<file path="config.mk">
export PLATFORM = sky130hd
export DESIGN_NAME = dio_top
export DESIGN_NICKNAME = d
export VERILOG_FILES = /design/src/include/dio_pkg.sv /design/src/include/dio_port_if.sv /design/src/rtl/dio_group.sv /design/src/rtl/dio_top.sv
export SDC_FILE = /design/constraint.sdc
export NUM_CORES = 1
export LEC_CHECK = 0
export ABC_AREA = 1
export BUFFER_PORTS_ARGS = -buffer_cell sky130_fd_sc_hd__buf_2
export CAP_MARGIN = 20
export CORE_ASPECT_RATIO = 0.75
export CORE_MARGIN = 4
export CORE_UTILIZATION = 53
export DETAILED_ROUTE_END_ITERATION = 8
export PLACE_DENSITY = 0.79
export RECOVER_POWER = 100
export SLEW_MARGIN = 5
export SYNTH_ARGS = -nofsm -noshare
export SYNTH_HDL_FRONTEND = slang
export SYNTH_SLANG_ARGS = --single-unit
</file>
<file path="constraint.sdc">
create_clock -name core_clk -period 11.3 [get_ports core_clk]
set_clock_uncertainty 0.2 [all_clocks]
set_input_delay 0.565 -clock core_clk [delete_from_list [all_inputs] [get_ports core_clk]]
set_output_delay 0.565 -clock core_clk [all_outputs]
set_load 0.01 [all_outputs]
</file>
<file path="src/include/dio_pkg.sv">
// package: register map, field positions, reset values and widths for the digital i/o block
package dio_pkg;
   // ----------------------------------------
   // geometry
   // ----------------------------------------
   localparam int GROUPS = 2;
   localparam int PORTS_PER_GROUP = 3;
   localparam int PORT_W = 8;
   localparam int LINES = GROUPS * PORTS_PER_GROUP * PORT_W;
   localparam int NPORTS = GROUPS * PORTS_PER_GROUP;
   localparam int EXT_BIT = 3;
   // ----------------------------------------
   // register byte offsets (fourteen byte locations, one word each)
   // ----------------------------------------
   localparam logic [5:0] OFF_G0_PA = 6'h00;
   localparam logic [5:0] OFF_G0_PB = 6'h04;
   localparam logic [5:0] OFF_G0_PC = 6'h08;
   localparam logic [5:0] OFF_G0_CFG = 6'h0C;
   localparam logic [5:0] OFF_G1_PA = 6'h10;
   localparam logic [5:0] OFF_G1_PB = 6'h14;
   localparam logic [5:0] OFF_G1_PC = 6'h18;
   localparam logic [5:0] OFF_G1_CFG = 6'h1C;
   localparam logic [5:0] OFF_COS_EN = 6'h20;
   localparam logic [5:0] OFF_IRQ_STAT = 6'h24;
   localparam logic [5:0] OFF_IRQ_CLR = 6'h28;
   localparam logic [5:0] OFF_IRQ_EN = 6'h2C;
   localparam logic [5:0] OFF_BUF_CTL = 6'h30;
   localparam logic [5:0] OFF_COS_CLR = 6'h34;
   localparam int ADDR_W = 6;
   // ----------------------------------------
   // configuration register fields (bit set = input)
   // ----------------------------------------
   localparam int CFG_A_IN = 0;
   localparam int CFG_B_IN = 1;
   localparam int CFG_CLO_IN = 2;
   localparam int CFG_CHI_IN = 3;
   localparam int CFG_W = 4;
   localparam logic [3:0] CFG_RST = 4'hF; // all inputs after reset
   // ----------------------------------------
   // interrupt status fields
   // ----------------------------------------
   localparam int IRQ_COS = 0;
   localparam int IRQ_EXT0 = 1;
   localparam int IRQ_EXT1 = 2;
   localparam int IRQ_W = 3;
   localparam int BUF_EN_BIT = 0;
   localparam logic BUF_EN_RST = 1'b0;
   localparam logic [1:0] RESP_OKAY = 2'h0;
   localparam logic [1:0] RESP_SLVERR = 2'h2;
endpackage

</file>
<file path="src/include/dio_port_if.sv">
// interface: one port group's direction and data between the top and the group module
`timescale 1ns/1ps
interface dio_port_if;
   import dio_pkg::*;
   logic [CFG_W-1:0] cfg;
   logic [PORTS_PER_GROUP*PORT_W-1:0] wrData;
   logic [PORTS_PER_GROUP*PORT_W-1:0] pinIn;
   logic [PORTS_PER_GROUP*PORT_W-1:0] rdData;
   logic [PORTS_PER_GROUP*PORT_W-1:0] pinOe;
   modport ctl (output cfg, output wrData, input rdData, input pinOe, output pinIn);
   modport grp (input cfg, input wrData, input pinIn, output rdData, output pinOe);
endinterface

</file>
<file path="src/rtl/dio_group.sv">
// one parallel port unit: three 8-bit ports with per-port direction (per nibble on port c), output enables and read-back
`timescale 1ns/1ps
module dio_group
   import dio_pkg::*;
(
   input wire logic core_clk,
   input wire logic sys_rst,
   input wire logic bufEn,
   dio_port_if.grp port
);
   import dio_pkg::*;
   logic [PORTS_PER_GROUP*PORT_W-1:0] inQ;
   logic [PORTS_PER_GROUP*PORT_W-1:0] dirIn;

   // ----------------------------------------
   // direction per bit from the configuration
   // ----------------------------------------
   assign dirIn = {{4{port.cfg[CFG_CHI_IN]}}, {4{port.cfg[CFG_CLO_IN]}},
                   {PORT_W{port.cfg[CFG_B_IN]}}, {PORT_W{port.cfg[CFG_A_IN]}}};
   // buffers drive only output bits, and only while enabled
   assign port.pinOe = ~dirIn & {PORTS_PER_GROUP*PORT_W{bufEn}};

   // registered read: input bits show the sampled line, output bits the latch
   always_ff @(posedge core_clk or posedge sys_rst) begin
      if (sys_rst) begin
         inQ <= '0;
      end else begin
         inQ <= (port.pinIn & dirIn) | (port.wrData & ~dirIn);
      end
   end
   assign port.rdData = inQ;
endmodule

</file>
<file path="src/rtl/dio_top.sv">
// top: 48-line digital i/o with change-of-state and edge interrupts behind an axi4-lite slave
//
// Decided for this implementation: the placing of the registers and the AXI4-Lite interface to the registers.
`timescale 1ns/1ps
// What this block does
// - there are 48 lines in two port units, each with 8-bit ports a, b and c.
// - each 8-bit port is set by software as input or as a latched output.
// - port c may be split so one nibble is input and the other is a latched output.
// - a change on any monitored input bit sets a latched interrupt request.
// - an enable register of six bits gates change detection per 8-bit port.
// - the change latch stays set until a software clear write removes it.
// - port c bit 3 of each group is an external interrupt input when its jumper is fitted.
// - a low-to-high edge on that bit raises an external interrupt request.
// - both group interrupts and the change interrupt are ored onto one host request.
// - buffer direction follows the direction programmed in each port's configuration.
// - with the right jumper, software may enable or tristate the line buffers.
// - fourteen consecutive register locations are decoded above the assigned base.
// - after reset no line is driven, so pull-ups hold the lines high.
// - the always-on jumper enables the buffers; the tristate jumper hands it to a bit.
// - each group's external interrupt is enabled only by its own jumper.
module dio_top
   import dio_pkg::*;
#(
   parameter int NUM_LINES = 48
)(
   input wire logic core_clk,
   input wire logic sys_rst,
   input wire logic [31:0] s_axi_awaddr,
   input wire logic s_axi_awvalid,
   output logic s_axi_awready,
   input wire logic [31:0] s_axi_wdata,
   input wire logic [3:0] s_axi_wstrb,
   input wire logic s_axi_wvalid,
   output logic s_axi_wready,
   output logic [1:0] s_axi_bresp,
   output logic s_axi_bvalid,
   input wire logic s_axi_bready,
   input wire logic [31:0] s_axi_araddr,
   input wire logic s_axi_arvalid,
   output logic s_axi_arready,
   output logic [31:0] s_axi_rdata,
   output logic [1:0] s_axi_rresp,
   output logic s_axi_rvalid,
   input wire logic s_axi_rready,
   input wire logic [NUM_LINES-1:0] linePinIn,
   output logic [NUM_LINES-1:0] linePinOut,
   output logic [NUM_LINES-1:0] linePinOe,
   input wire logic group0_external_irq_jumper,
   input wire logic group1_external_irq_jumper,
   input wire logic tristate_select_position,
   input wire logic buffer_always_on_position,
   output logic irqOut
);
   import dio_pkg::*;
   localparam int GW = PORTS_PER_GROUP * PORT_W;

   // ----------------------------------------
   // elaboration check
   // ----------------------------------------
   if (NUM_LINES != LINES) begin : g_bad_width
      $error("dio_top: NUM_LINES must equal the fixed line count");
   end

   // ----------------------------------------
   // state
   // ----------------------------------------
   logic [GW-1:0] outLatch_q [GROUPS];
   logic [CFG_W-1:0] cfg_q [GROUPS];
   logic [NPORTS-1:0] cosEn_q;
   logic [IRQ_W-1:0] irqStat_q;
   logic [IRQ_W-1:0] irqEn_q;
   logic bufCtl_q;
   logic [NUM_LINES-1:0] sync1_q;
   logic [NUM_LINES-1:0] sync2_q;
   logic [NUM_LINES-1:0] prev_q;
   logic awHeld_q;
   logic wHeld_q;
   logic [ADDR_W-1:0] awAddr_q;
   logic [31:0] wData_q;
   logic [3:0] wStrb_q;
   logic bValid_q;
   logic [1:0] bResp_q;
   logic rValid_q;
   logic [31:0] rData_q;
   logic [1:0] rResp_q;

   // ----------------------------------------
   // port units
   // ----------------------------------------
   dio_port_if grpIf [GROUPS] ();
   logic bufEn;
   logic [GW-1:0] grpRd [GROUPS];

   // buffers on when the always-on jumper is fitted, else by the control bit while the tristate jumper is fitted
   assign bufEn = buffer_always_on_position |
                  (tristate_select_position & bufCtl_q);

   genvar g;
   generate
      for (g = 0; g < GROUPS; g++) begin : g_grp
         assign grpIf[g].cfg = cfg_q[g];
         assign grpIf[g].wrData = outLatch_q[g];
         assign grpIf[g].pinIn = linePinIn[g*GW +: GW];
         assign grpRd[g] = grpIf[g].rdData;
         assign linePinOut[g*GW +: GW] = outLatch_q[g];
         assign linePinOe[g*GW +: GW] = grpIf[g].pinOe;
         dio_group u_grp (
            .core_clk(core_clk),
            .sys_rst(sys_rst),
            .bufEn(bufEn),
            .port(grpIf[g].grp)
         );
      end
   endgenerate

   // ----------------------------------------
   // input synchroniser and previous sample
   // ----------------------------------------
   always_ff @(posedge core_clk or posedge sys_rst) begin
      if (sys_rst) begin
         sync1_q <= '0;
         sync2_q <= '0;
         prev_q <= '0;
      end else begin
         sync1_q <= linePinIn;
         sync2_q <= sync1_q;
         prev_q <= sync2_q;
      end
   end

   // ----------------------------------------
   // event detection
   // ----------------------------------------
   logic [NPORTS-1:0] portChanged;
   logic [NPORTS-1:0] portIsIn;
   logic cosEvent;
   logic [GROUPS-1:0] extRise;
   logic [GROUPS-1:0] extJumper;
   logic [IRQ_W-1:0] irqEvent;

   assign extJumper = {group1_external_irq_jumper, group0_external_irq_jumper};
   generate
      for (g = 0; g < NPORTS; g++) begin : g_cos
         // a change counts on any port the software enabled that is set as input
         assign portChanged[g] = |(sync2_q[g*PORT_W +: PORT_W] ^ prev_q[g*PORT_W +: PORT_W]);
      end
      for (g = 0; g < GROUPS; g++) begin : g_ext
         assign portIsIn[g*3] = cfg_q[g][CFG_A_IN];
         assign portIsIn[g*3+1] = cfg_q[g][CFG_B_IN];
         assign portIsIn[g*3+2] = cfg_q[g][CFG_CLO_IN] | cfg_q[g][CFG_CHI_IN];
         // port c bit 3 rising edge, gated by this group's own jumper
         assign extRise[g] = extJumper[g] & sync2_q[g*GW+2*PORT_W+EXT_BIT] &
                             ~prev_q[g*GW+2*PORT_W+EXT_BIT];
      end
   endgenerate
   assign cosEvent = |(portChanged & cosEn_q & portIsIn);
   assign irqEvent = {extRise[1], extRise[0], cosEvent};

   // ----------------------------------------
   // axi4-lite decode
   // ----------------------------------------
   logic wrFire;
   logic rdFire;
   logic [ADDR_W-1:0] rdAddr;
   logic wrMapped;
   logic rdMapped;
   logic [31:0] rdWord;
   logic [31:0] wrMask;
   logic [IRQ_W-1:0] clrBits;

   assign s_axi_awready = ~awHeld_q & ~bValid_q;
   assign s_axi_wready = ~wHeld_q & ~bValid_q;
   assign s_axi_arready = ~rValid_q;
   assign wrFire = awHeld_q & wHeld_q & ~bValid_q;
   assign rdFire = s_axi_arvalid & s_axi_arready;
   assign rdAddr = s_axi_araddr[ADDR_W-1:0];
   assign wrMask = {{8{wStrb_q[3]}}, {8{wStrb_q[2]}}, {8{wStrb_q[1]}}, {8{wStrb_q[0]}}};
   // only the fourteen word locations answer okay; others give slverr
   assign wrMapped = (awAddr_q[1:0] == 2'h0) && (awAddr_q <= OFF_COS_CLR);
   assign rdMapped = (rdAddr[1:0] == 2'h0) && (rdAddr <= OFF_COS_CLR);
   // a write to irq clear drops the named bits; a write to cos clear drops only the cos latch
   assign clrBits = !wrFire ? '0 :
                    (awAddr_q == OFF_IRQ_CLR) ? wData_q[IRQ_W-1:0] & wrMask[IRQ_W-1:0] :
                    (awAddr_q == OFF_COS_CLR) ? IRQ_W'(1 << IRQ_COS) : '0;

   // read mux: ports show registered pin samples for inputs, latch for outputs
   always_comb begin
      rdWord = 32'h0000_0000;
      unique case (rdAddr)
         OFF_G0_PA: rdWord[PORT_W-1:0] = grpRd[0][0 +: PORT_W];
         OFF_G0_PB: rdWord[PORT_W-1:0] = grpRd[0][PORT_W +: PORT_W];
         OFF_G0_PC: rdWord[PORT_W-1:0] = grpRd[0][2*PORT_W +: PORT_W];
         OFF_G0_CFG: rdWord[CFG_W-1:0] = cfg_q[0];
         OFF_G1_PA: rdWord[PORT_W-1:0] = grpRd[1][0 +: PORT_W];
         OFF_G1_PB: rdWord[PORT_W-1:0] = grpRd[1][PORT_W +: PORT_W];
         OFF_G1_PC: rdWord[PORT_W-1:0] = grpRd[1][2*PORT_W +: PORT_W];
         OFF_G1_CFG: rdWord[CFG_W-1:0] = cfg_q[1];
         OFF_COS_EN: rdWord[NPORTS-1:0] = cosEn_q;
         OFF_IRQ_STAT: rdWord[IRQ_W-1:0] = irqStat_q;
         OFF_IRQ_EN: rdWord[IRQ_W-1:0] = irqEn_q;
         OFF_BUF_CTL: rdWord[BUF_EN_BIT] = bufCtl_q;
         default: rdWord = 32'h0000_0000; // write-only and unmapped read zero
      endcase
   end

   // ----------------------------------------
   // write channel capture
   // ----------------------------------------
   always_ff @(posedge core_clk or posedge sys_rst) begin
      if (sys_rst) begin
         awHeld_q <= 1'b0;
         wHeld_q <= 1'b0;
         awAddr_q <= '0;
         wData_q <= '0;
         wStrb_q <= '0;
      end else begin
         if (s_axi_awvalid && s_axi_awready) begin
            awHeld_q <= 1'b1;
            awAddr_q <= s_axi_awaddr[ADDR_W-1:0];
         end else if (wrFire) begin
            awHeld_q <= 1'b0;
         end
         if (s_axi_wvalid && s_axi_wready) begin
            wHeld_q <= 1'b1;
            wData_q <= s_axi_wdata;
            wStrb_q <= s_axi_wstrb;
         end else if (wrFire) begin
            wHeld_q <= 1'b0;
         end
      end
   end

   // ----------------------------------------
   // write response and read data
   // ----------------------------------------
   always_ff @(posedge core_clk or posedge sys_rst) begin
      if (sys_rst) begin
         bValid_q <= 1'b0;
         bResp_q <= RESP_OKAY;
         rValid_q <= 1'b0;
         rData_q <= '0;
         rResp_q <= RESP_OKAY;
      end else begin
         if (wrFire) begin
            bValid_q <= 1'b1;
            bResp_q <= wrMapped ? RESP_OKAY : RESP_SLVERR;
         end else if (s_axi_bready) begin
            bValid_q <= 1'b0;
         end
         if (rdFire) begin
            rValid_q <= 1'b1;
            rData_q <= rdWord;
            rResp_q <= rdMapped ? RESP_OKAY : RESP_SLVERR;
         end else if (s_axi_rready) begin
            rValid_q <= 1'b0;
         end
      end
   end
   assign s_axi_bvalid = bValid_q;
   assign s_axi_bresp = bResp_q;
   assign s_axi_rvalid = rValid_q;
   assign s_axi_rdata = rData_q;
   assign s_axi_rresp = rResp_q;

   // ----------------------------------------
   // control registers
   // ----------------------------------------
   // ports start as inputs and buffers off so pull-ups hold the lines
   always_ff @(posedge core_clk or posedge sys_rst) begin
      if (sys_rst) begin
         for (int i = 0; i < GROUPS; i++) begin
            cfg_q[i] <= CFG_RST;
            outLatch_q[i] <= '0;
         end
         cosEn_q <= '0;
         irqEn_q <= '0;
         bufCtl_q <= BUF_EN_RST;
      end else if (wrFire && wStrb_q[0]) begin
         for (int i = 0; i < GROUPS; i++) begin
            if (awAddr_q == OFF_G0_PA + ADDR_W'(i*16))
               outLatch_q[i][0 +: PORT_W] <= wData_q[PORT_W-1:0];
            if (awAddr_q == OFF_G0_PB + ADDR_W'(i*16))
               outLatch_q[i][PORT_W +: PORT_W] <= wData_q[PORT_W-1:0];
            if (awAddr_q == OFF_G0_PC + ADDR_W'(i*16))
               outLatch_q[i][2*PORT_W +: PORT_W] <= wData_q[PORT_W-1:0];
            if (awAddr_q == OFF_G0_CFG + ADDR_W'(i*16))
               cfg_q[i] <= wData_q[CFG_W-1:0];
         end
         if (awAddr_q == OFF_COS_EN)
            cosEn_q <= wData_q[NPORTS-1:0];
         if (awAddr_q == OFF_IRQ_EN)
            irqEn_q <= wData_q[IRQ_W-1:0];
         if (awAddr_q == OFF_BUF_CTL)
            bufCtl_q <= wData_q[BUF_EN_BIT];
      end
   end

   // ----------------------------------------
   // sticky status: a new event wins over a clear in the same cycle
   // ----------------------------------------
   always_ff @(posedge core_clk or posedge sys_rst) begin
      if (sys_rst) begin
         irqStat_q <= '0;
      end else begin
         irqStat_q <= (irqStat_q & ~clrBits) | irqEvent;
      end
   end

   // level request: any enabled latched source
   assign irqOut = |(irqStat_q & irqEn_q);
endmodule

</file>
* Word-level counts from Yosys, hierarchy flattened
Index checks and enable logic that the tools add are counted.
** Operators by class
- $lt $le $gt $ge :: 2
- Equal/unequal tests :: 23
- Muxes and demuxes :: 17
- Bitwise operators :: 42
- Reductions and logical operators :: 32
** Operators with widths (count)
- 24-bit bitwise AND :: 6
- 6-bit == test, second input constant :: 9
- 6-bit by 5-bit == test with 1-bit output, second input constant :: 8
- 24-bit NOT :: 2
- 24-bit OR :: 2
- 8-bit OR reduction :: 6
- 8-bit bitwise XOR :: 6
- 6-bit by 4-bit == test with 1-bit output, second input constant :: 4
- 2-bit case mux with 11 select lines :: 1
- 2-bit AND reduction :: 11
- 2-bit case mux with 7 select lines :: 1
- 6-bit bitwise AND :: 2
- 6-bit by 3-bit == test with 1-bit output, second input constant :: 2
- 6-bit <= comparator, second input constant :: 2
- 6-bit zero test :: 2
- 1-bit case mux with 12 select lines :: 1
- 2-bit case mux with 6 select lines :: 1
- 1-bit bitwise AND :: 10
- 3-bit bitwise AND :: 3
- 1-bit case mux with 9 select lines :: 1
- 1-bit 2-to-1 mux :: 8
- 2-bit nonzero test :: 4
- 3-bit 2-to-1 mux :: 2
- 1-bit NOT :: 6
- 8 further kinds :: 16
** Word-level totals
- Register bits after elaboration :: 292
- Bits of input ports :: 159
- Output and inout bits :: 138
- Word-level logic and storage cells :: 143

* Logic depth before layout (Yosys ltp)
Gate-level depths: netlist of run 1.
- Word-level depth :: 7
- Mapped depth :: 11
- Mapped depth without buffers :: 11

* Modules after synthesis
A second synthesis of run 1 with hierarchy kept.
** Unflattened totals
- Cell total of the unflattened synthesis :: 1123
- Area, all modules :: 11462.2 sq um
** Modules (own cells, without submodules)
- dio_top :: times used 1, cells each 867, area each 9300.2 sq um, seq. area each 6065.8 sq um
- dio_group :: times used 2, cells each 128, area each 1081.0 sq um, seq. area each 600.6 sq um

* Worst setup path before layout of run 1
No wires, ideal clock.
- Path type :: input -> output
- From :: in tristate_select_position
- To :: out linePinOe[10]
- Data arrival time :: 1354 ps
- Setup slack :: 9181 ps
- Stages on the path :: 3
- Buffers on the path :: 1
- Path through :: a21oi_1 nor2_1 buf_4
** On the way
- Cells in the longest elaborated chain, start to end :: 3
** RTL lines
- start: declaration :: line dio_top.sv:50 : input wire logic tristate_select_position,
- 1-bit bitwise AND :: line dio_top.sv:96 : (tristate_select_position & bufCtl_q);
- 1-bit OR :: line dio_top.sv:95 : assign bufEn = buffer_always_on_position |
- 24-bit bitwise AND :: line dio_group.sv:21 : assign port.pinOe = ~dirIn & {PORTS_PER_GROUP*PORT_W{bufEn}};
- end: declaration :: line dio_top.sv:47 : output logic [NUM_LINES-1:0] linePinOe,
Every way passes these cells.

==> impl_metrics.tcl, run 1 <==
set metrics [dict create \
    die_w_um 177 \
    crit_path_max_fanout 121 \
    hpwl_um 19200 \
    holdCritPathClass "in2reg" \
    start_util_pct 53.9 \
    slew_headroom_pct -243 \
    ff_latch_area_um2 7270 \
    tightest_slew_ps 5120 \
    crit_type "in2async" \
    cp-start-kind "input port" \
    avgViaCountPerCell 4.95 \
    synthArstFlopShare_pct 100 \
    violations "capacitance limit, slew limit" \
    hold_viol 0 \
    p_int_mw 1.97 \
    synth_area_um2 11400 \
    cp_slowest_cell "clkinvlp_2" \
    place_area_um2 12200 \
    seq_area_frac_synth_pct 63.8 \
    drc_errors 0 \
    multi_input_area_um2 3120 \
    final_area_um2 13200 \
    path_cells "buf_2 > clkinvlp_2 > buf_4 > clkbuf_1 > buf_16" \
    p_seq_share_pct 48.6 \
    first_iter_violations 608 \
    gp_congestion 0.884 \
    path_clk_slew_ps 60 \
    ios 297 \
    ir_drop_mv 0.149 \
    cts_max_level 1 \
    synth.yosys.warnings 0 \
    root_buffer "clkbuf_16" \
    p_leak_nw 6.37 \
    grt_pass1_wl_um 42200 \
    fmax_mhz 183 \
    highest_layer "met4" \
    postSynthCellCount 1062 \
    maxCapViolCount 1 \
    synth_top_area_share_pct 61.9 \
    cts_tree "built" \
    period_share_pct 48.3 \
    slew_violations 122 \
    drive_gt1_share_pct 10.7 \
    grt_start_max_net_pins 122 \
    rsz0062_at_grt "false" \
    powerDensity_nw_per_um2 220 \
    switching_share_pct 32.3 \
    period_needed_ps 5450 \
    worstPathBufferInverterCount 5 \
    vias 7807 \
    grt_pass1_vias 7742 \
    synth_ff_type "dfrtp_1" \
    insertion_delay_ps 530 \
    grt_usage_pct 22.9 \
    clockPowerShare_pct 30.6 \
    total_power_mw 2.90 \
    core_area_um2 21100 \
    yosysTopAreaCell "dfrtp_1" \
    cts.path.max_buffers 3 \
    final_nets 1427 \
    power.switching_uw 939 \
    critPathArrivalTime_ps 5940 \
    firstDrtPassIters 5 \
    drt-total-wl_um 27400 \
    critPathRequiredTime_ps 11790 \
    antenna_found_initial 0 \
    slowest_delay_ps 2810 \
    antenna_cells 0 \
    cts_buffers 27 \
    die_y_um 135 \
    ant_nets 0 \
    fill_cells 1785 \
    synth_area_per_cell_um2 10.7 \
    row_count 46 \
    synth_edf_count 0 \
    yosys.cell_types.count 39 \
    combPwrFrac_pct 20.8 \
    dr_wl_met2_um 12700 \
    cp-end-kind "async pin" \
    synthTopCellsByArea "dfrtp_1 62%, nand2_1 9.8%, buf_4 4.4%" \
    yosys_register_bits 290 \
    dieArea_um2 23900 \
    wl_met1_um 12000 \
    wl_met3_um 2000 \
    fin_setup_tns_ps 0 \
    grt_remaining_overflow 0 \
    cts_resized 0 \
    port_buffers 191 \
    status "complete, but fails checks" \
    worst_path_dominant_cell_family "buffers and inverters" \
    wire_per_inst_um 17.4 \
    areaGrowthSynthToFinish_pct 15.8 \
    cts.sinks 290 \
    hold_slack_ps 11.3 \
    setup_viol 0 \
]
==> final cells by class <==
cell class              instances  share of cell area [%]
clock buffers                  38                    5.96
flip-flops and latches        290                    55.1
multi-input cells             631                    23.6
clock inverters                11                   0.721
repair buffers                242                    9.71
well taps                     288                    2.73
inverters                      76                    2.18
==> final timing paths <==
| path | from | to | slack (ps) | depth (start not counted) |
|---|---|---|---|---|
| setup / recovery | sys_rst | prev_q[0] | 5850 | 5 |
| hold / removal | s_axi_bready | s_axi_bvalid | 10 | 2 |
| setup reg to reg | s_axi_bvalid | grpIf[0].wrData[12] | 8890 | 6 |
| hold reg to reg | sync1_q[29] | sync2_q[29] | 140 | 0 |
| max in group core_clk | bufCtl_q | linePinOe[4] | 8210 | 3 |
| min in group asynchronous | sys_rst | awHeld_q | 1380 | 2 |
==> layout by cell type, fill, tap and decap left out, drive strengths merged <==
master       synthesis  layout
nor3                 4       4
inv                 74      75
a21boi               1       1
a22oi                1       1
nand3b               3       3
a31oi                1       1
o21ai               72      72
bufinv               0       1
xnor2               32      32
a21oi               19      19
clkinvlp             0       5
clkbuf              12     195
o21a                 2       2
nand3               32      32
o211ai               1       1
nand2              306     306
mux2                39      39
dlygate4sd3          0      48
and2                 1       1
dfstp                8       8
nor3b                1       1
dfrtp              282     282
clkinv               2       6
nor2                80      80
nand4                9       9
buf                 78      37
conb                 1      26
nor4                 1       1
==> timing repair <==
| action | 4_1_cts | 5_1_grt |
|---|---|---|
| endpoints found under the hold margin | 48 | 0 |
| hold buffers | 48 | 0 |
| setup buffers | 0 | 0 |
==> logic make-up after synthesis <==
logic type / after synthesis / synth area share (%)
AO/OA/AOI/OAI: 97 / 5.34
XOR/XNOR: 32 / 2.46
buffers and inverters: 166 / 8.14
flip-flops: 290 / 63.8
multiplexers: 39 / 3.86
other: 1 / 0.0329
AND/OR/NAND/NOR: 437 / 16.4
==> cells in the mapped netlist (2+ instances only) <==
cell type and number:
o21ai_0 25, nand3b_1 2, mux2_2 39, dfstp_2 8, nand2_2 6, nand4_1 9, inv_1 69, a21oi_1 19
clkbuf_1 12, buf_2 5, dfrtp_1 282, nor3_1 3, buf_4 67, nor2_1 64, nor2_4 5, nand2_1 298
o21ai_1 18, o21ai_2 29, o21a_1 2, inv_2 5, nand3_1 31, nand2_4 2, buf_6 6, nor2_2 10
xnor2_1 32
==> power groups by stage <==
stage | registers [mW] | logic, mW | clock network (mW)
6_report | 1.41 | 0.604 | 0.888
5_1_grt | 1.44 | 0.667 | 0.950
4_1_cts | 1.41 | 0.684 | 0.901
3_5_place_dp | 1.43 | 0.665 | 0
3_3_place_gp | 1.42 | 0.648 | 0
2_1_floorplan | 1.39 | 0.457 | 0
==> through the flow <==
step	instances	worst slack, ps	utilization, %
2_1_floorplan	1087	2540	-
3_3_place_gp	1478	7750	57.7
3_5_place_dp	1478	7710	57.7
4_1_cts	1575	8150	64.1
5_1_grt	1576	4750	62.5
6_report	1576	5850	62.5
==> worst register-to-register path: stages, from the launching register on <==
cell and delay [ps]:
dfrtp_1 410, inv_1 80, nand3_1 200, nor2_1 450
nand3b_1 540, nand2_1 250, o21ai_0 140
==> metal layers <==
layer | global-route usage (%) | vias to the layer above
li1 | - | 3669
met1 | 32.1 | 3811
met2 | 36.9 | 278
met3 | 5.37 | 49
met4 | 5.54 | 0
met5 | 0 | -
==> registers in the layout, indices dropped and copies added (netlist names), 3 cells and up <==
name,count
awAddr_q,6
cosEn_q,6
g_grp.u_grp.port.rdData,48
grpIf.cfg,8
grpIf.wrData,48
irqEn_q,3
irqStat_q,3
prev_q,48
s_axi_rdata,8
sync1_q,48
sync2_q,48
wData_q,8
Power figures use the tool's default switching activity.
==> inputs of run 2 (changes only) <==
--- a/config.mk
+++ b/config.mk
@@ -5,14 +5,14 @@
 export SDC_FILE = /design/constraint.sdc
 export NUM_CORES = 1
 export LEC_CHECK = 0
-export ABC_AREA = 1
+export ABC_AREA = 0
 export BUFFER_PORTS_ARGS = -buffer_cell sky130_fd_sc_hd__buf_2
 export CAP_MARGIN = 20
 export CORE_ASPECT_RATIO = 0.75
 export CORE_MARGIN = 4
-export CORE_UTILIZATION = 53
+export CORE_UTILIZATION = 52
 export DETAILED_ROUTE_END_ITERATION = 8
-export PLACE_DENSITY = 0.79
+export PLACE_DENSITY = 0.78
 export RECOVER_POWER = 100
 export SLEW_MARGIN = 5
 export SYNTH_ARGS = -nofsm -noshare
==> constraint.sdc (replaced) <==
create_clock -name core_clk -period 5.5 [get_ports core_clk]
set_clock_uncertainty 0.2 [all_clocks]
set_input_delay 0.275 -clock core_clk [delete_from_list [all_inputs] [get_ports core_clk]]
set_output_delay 0.275 -clock core_clk [all_outputs]
set_load 0.01 [all_outputs]
==> impl_metrics.tcl, run 2 <==
set metrics [dict create \
    gp_congestion 0.933 \
    ir_drop_mv 0.337 \
    setup_viol 0 \
    synth_edf_count 0 \
    grt_usage_pct 22.7 \
    p_leak_nw 5.98 \
    drc_errors 0 \
    critPathArrivalTime_ps 3210 \
    cts_max_level 1 \
    maxCapViolCount 4 \
    fin_setup_tns_ps 0 \
    fmax_mhz 301 \
    slowest_delay_ps 1810 \
    cts_tree "built" \
    synth_top_area_share_pct 63.9 \
    period_needed_ps 3320 \
    wire_per_inst_um 21.0 \
    dieArea_um2 23700 \
    vias 6708 \
    port_buffers 191 \
    synth_area_per_cell_um2 14.5 \
    holdCritPathClass "in2reg" \
    violations "capacitance limit, slew limit" \
    cts_buffers 26 \
    crit_type "in2async" \
    yosys_register_bits 290 \
    postSynthCellCount 762 \
    yosysMostFrequentCell "dfrtp_1" \
    synth.yosys.warnings 0 \
    synthArstFlopShare_pct 100 \
    drive_gt1_share_pct 20.9 \
    post-place-ws_ps 3040 \
    yosys.cell_types.count 57 \
    antenna_cells 0 \
    synthTopCellsByArea "dfrtp_1 64%, mux2_2 14%, buf_4 4.5%" \
    place_area_um2 11900 \
    slew_violations 316 \
    grt_pass1_wl_um 41000 \
    die_w_um 176 \
    layout_commonest_cell "dfrtp_1" \
    tightest_slew_ps 2520 \
    grt_remaining_overflow 0 \
    critPathRequiredTime_ps 5400 \
    cp-end-kind "async pin" \
    status "complete, but fails checks" \
    final_area_um2 13200 \
    path_cells "dlygate4sd3_1 > buf_2 > clkinvlp_2 > clkbuf_4" \
    start_util_pct 53.8 \
    crit_path_max_fanout 192 \
    grt_pass1_vias 6996 \
    antenna_found_initial 1 \
    cts.path.max_buffers 3 \
    first_iter_violations 559 \
    row_count 45 \
    areaGrowthSynthToFinish_pct 19.7 \
    synthTopCellsByCount "282 x dfrtp_1, 133 x mux2_2, 66 x buf_4" \
    core_area_um2 20600 \
    final_nets 1138 \
    cp-start-kind "input port" \
    rsz0062_at_grt "false" \
    insertion_delay_ps 520 \
    powerDensity_nw_per_um2 473 \
    grt_start_max_net_pins 193 \
    root_buffer "clkbuf_16" \
    avgViaCountPerCell 5.24 \
    seq_area_frac_synth_pct 65.8 \
    yosysTopAreaCell "dfrtp_1" \
    ios 297 \
    ant_nets 0 \
    slew_headroom_pct -68.1 \
    hold_viol 0 \
    drt-total-wl_um 26900 \
    period_share_pct 60.3 \
    synth_area_um2 11100 \
    cts.sinks 290 \
    reg2reg_depth 5 \
    hold_slack_ps 40.5 \
    cp_slowest_cell "clkbuf_4" \
    hold_depth 3 \
    synth_ff_type "dfrtp_1" \
    path_clk_slew_ps 70 \
    fin_ws_ps 2180 \
    die_y_um 134 \
    hpwl_um 18300 \
    firstDrtPassIters 5 \
    final_cell_mix "282 x dfrtp_1, 160 x clkbuf_1, 123 x mux2_2" \
]
run 2: cell count changes after synthesis, moves of 13 or more:
cell	before	now
mux2_2	39	133
clkbuf_1	12	25
nand3_1	31	11
nor2_1	64	16
o21ai_2	29	0
xor2_1	0	16
nand2_1	298	25
inv_1	69	5
o21ai_1	18	0
run 2: kinds of logic after synthesis:
group	share of synthesized area [%]
buffers and inverters	5.85
other	0.0339
XOR/XNOR	3.80
multiplexers	14.6
AND/OR/NAND/NOR	5.46
flip-flops	65.8
AO/OA/AOI/OAI	4.45
run 2: area by class of cell:
class | instances | area, um2
clock inverters | 10 | 156
fillers | 1553 | 7320
multi-input cells | 393 | 3190
inverters | 5 | 20.0
flip-flops and latches | 290 | 7270
repair buffers | 263 | 1470
clock buffers | 36 | 769
well taps | 282 | 353
run 2: metrics by stage:
stage / power, mW / utilization (%) / cells
2_1_floorplan: 3.87 / - / 787
3_3_place_gp: 4.37 / 57.7 / 1164
3_5_place_dp: 4.41 / 57.7 / 1164
4_1_cts: 6.40 / 65.6 / 1279
5_1_grt: 6.54 / 64.4 / 1279
6_report: 6.26 / 64.4 / 1279
run 2: worst max-delay path: cells and delay by family:
kind     cells  cell delay, ps
buf+inv      4            2730
run 2: power by group:
part / internal, mW / leakage [nW] / switching (mW) / total [mW]
Clock: 1.16 / 0.456 / 0.760 / 1.92
Sequential: 2.60 / 3.62 / 0.546 / 3.14
Combinational: 0.592 / 1.91 / 0.600 / 1.19
Total: 4.35 / 5.98 / 1.91 / 6.26
run 2: path summary, 6_finish.rpt:
path / start / endpoint / slack, ps
max: sys_rst / prev_q[47] / 2180
min reg2reg: sync1_q[19] / sync2_q[19] / 150
max reg2reg: s_axi_bvalid / grpIf[0].cfg[2] / 2590
max in group core_clk: s_axi_bvalid / grpIf[0].cfg[2] / 2590
min: s_axi_araddr[0] / s_axi_rresp[1] / 40
min in group asynchronous: sys_rst / prev_q[14] / 80
run 2: layer usage:
layer  global-route usage (%)  wire length [um]
met3                     4.68              2080
met2                     34.9             12100
met4                     5.46               727
met1                     33.7             12000
met5                        0                 0
run 2: repair_timing:
action	CTS	global route
gates resized for setup	0	0
endpoints found under the hold margin	214	0
buffers inserted	0	0
hold buffers	69	0
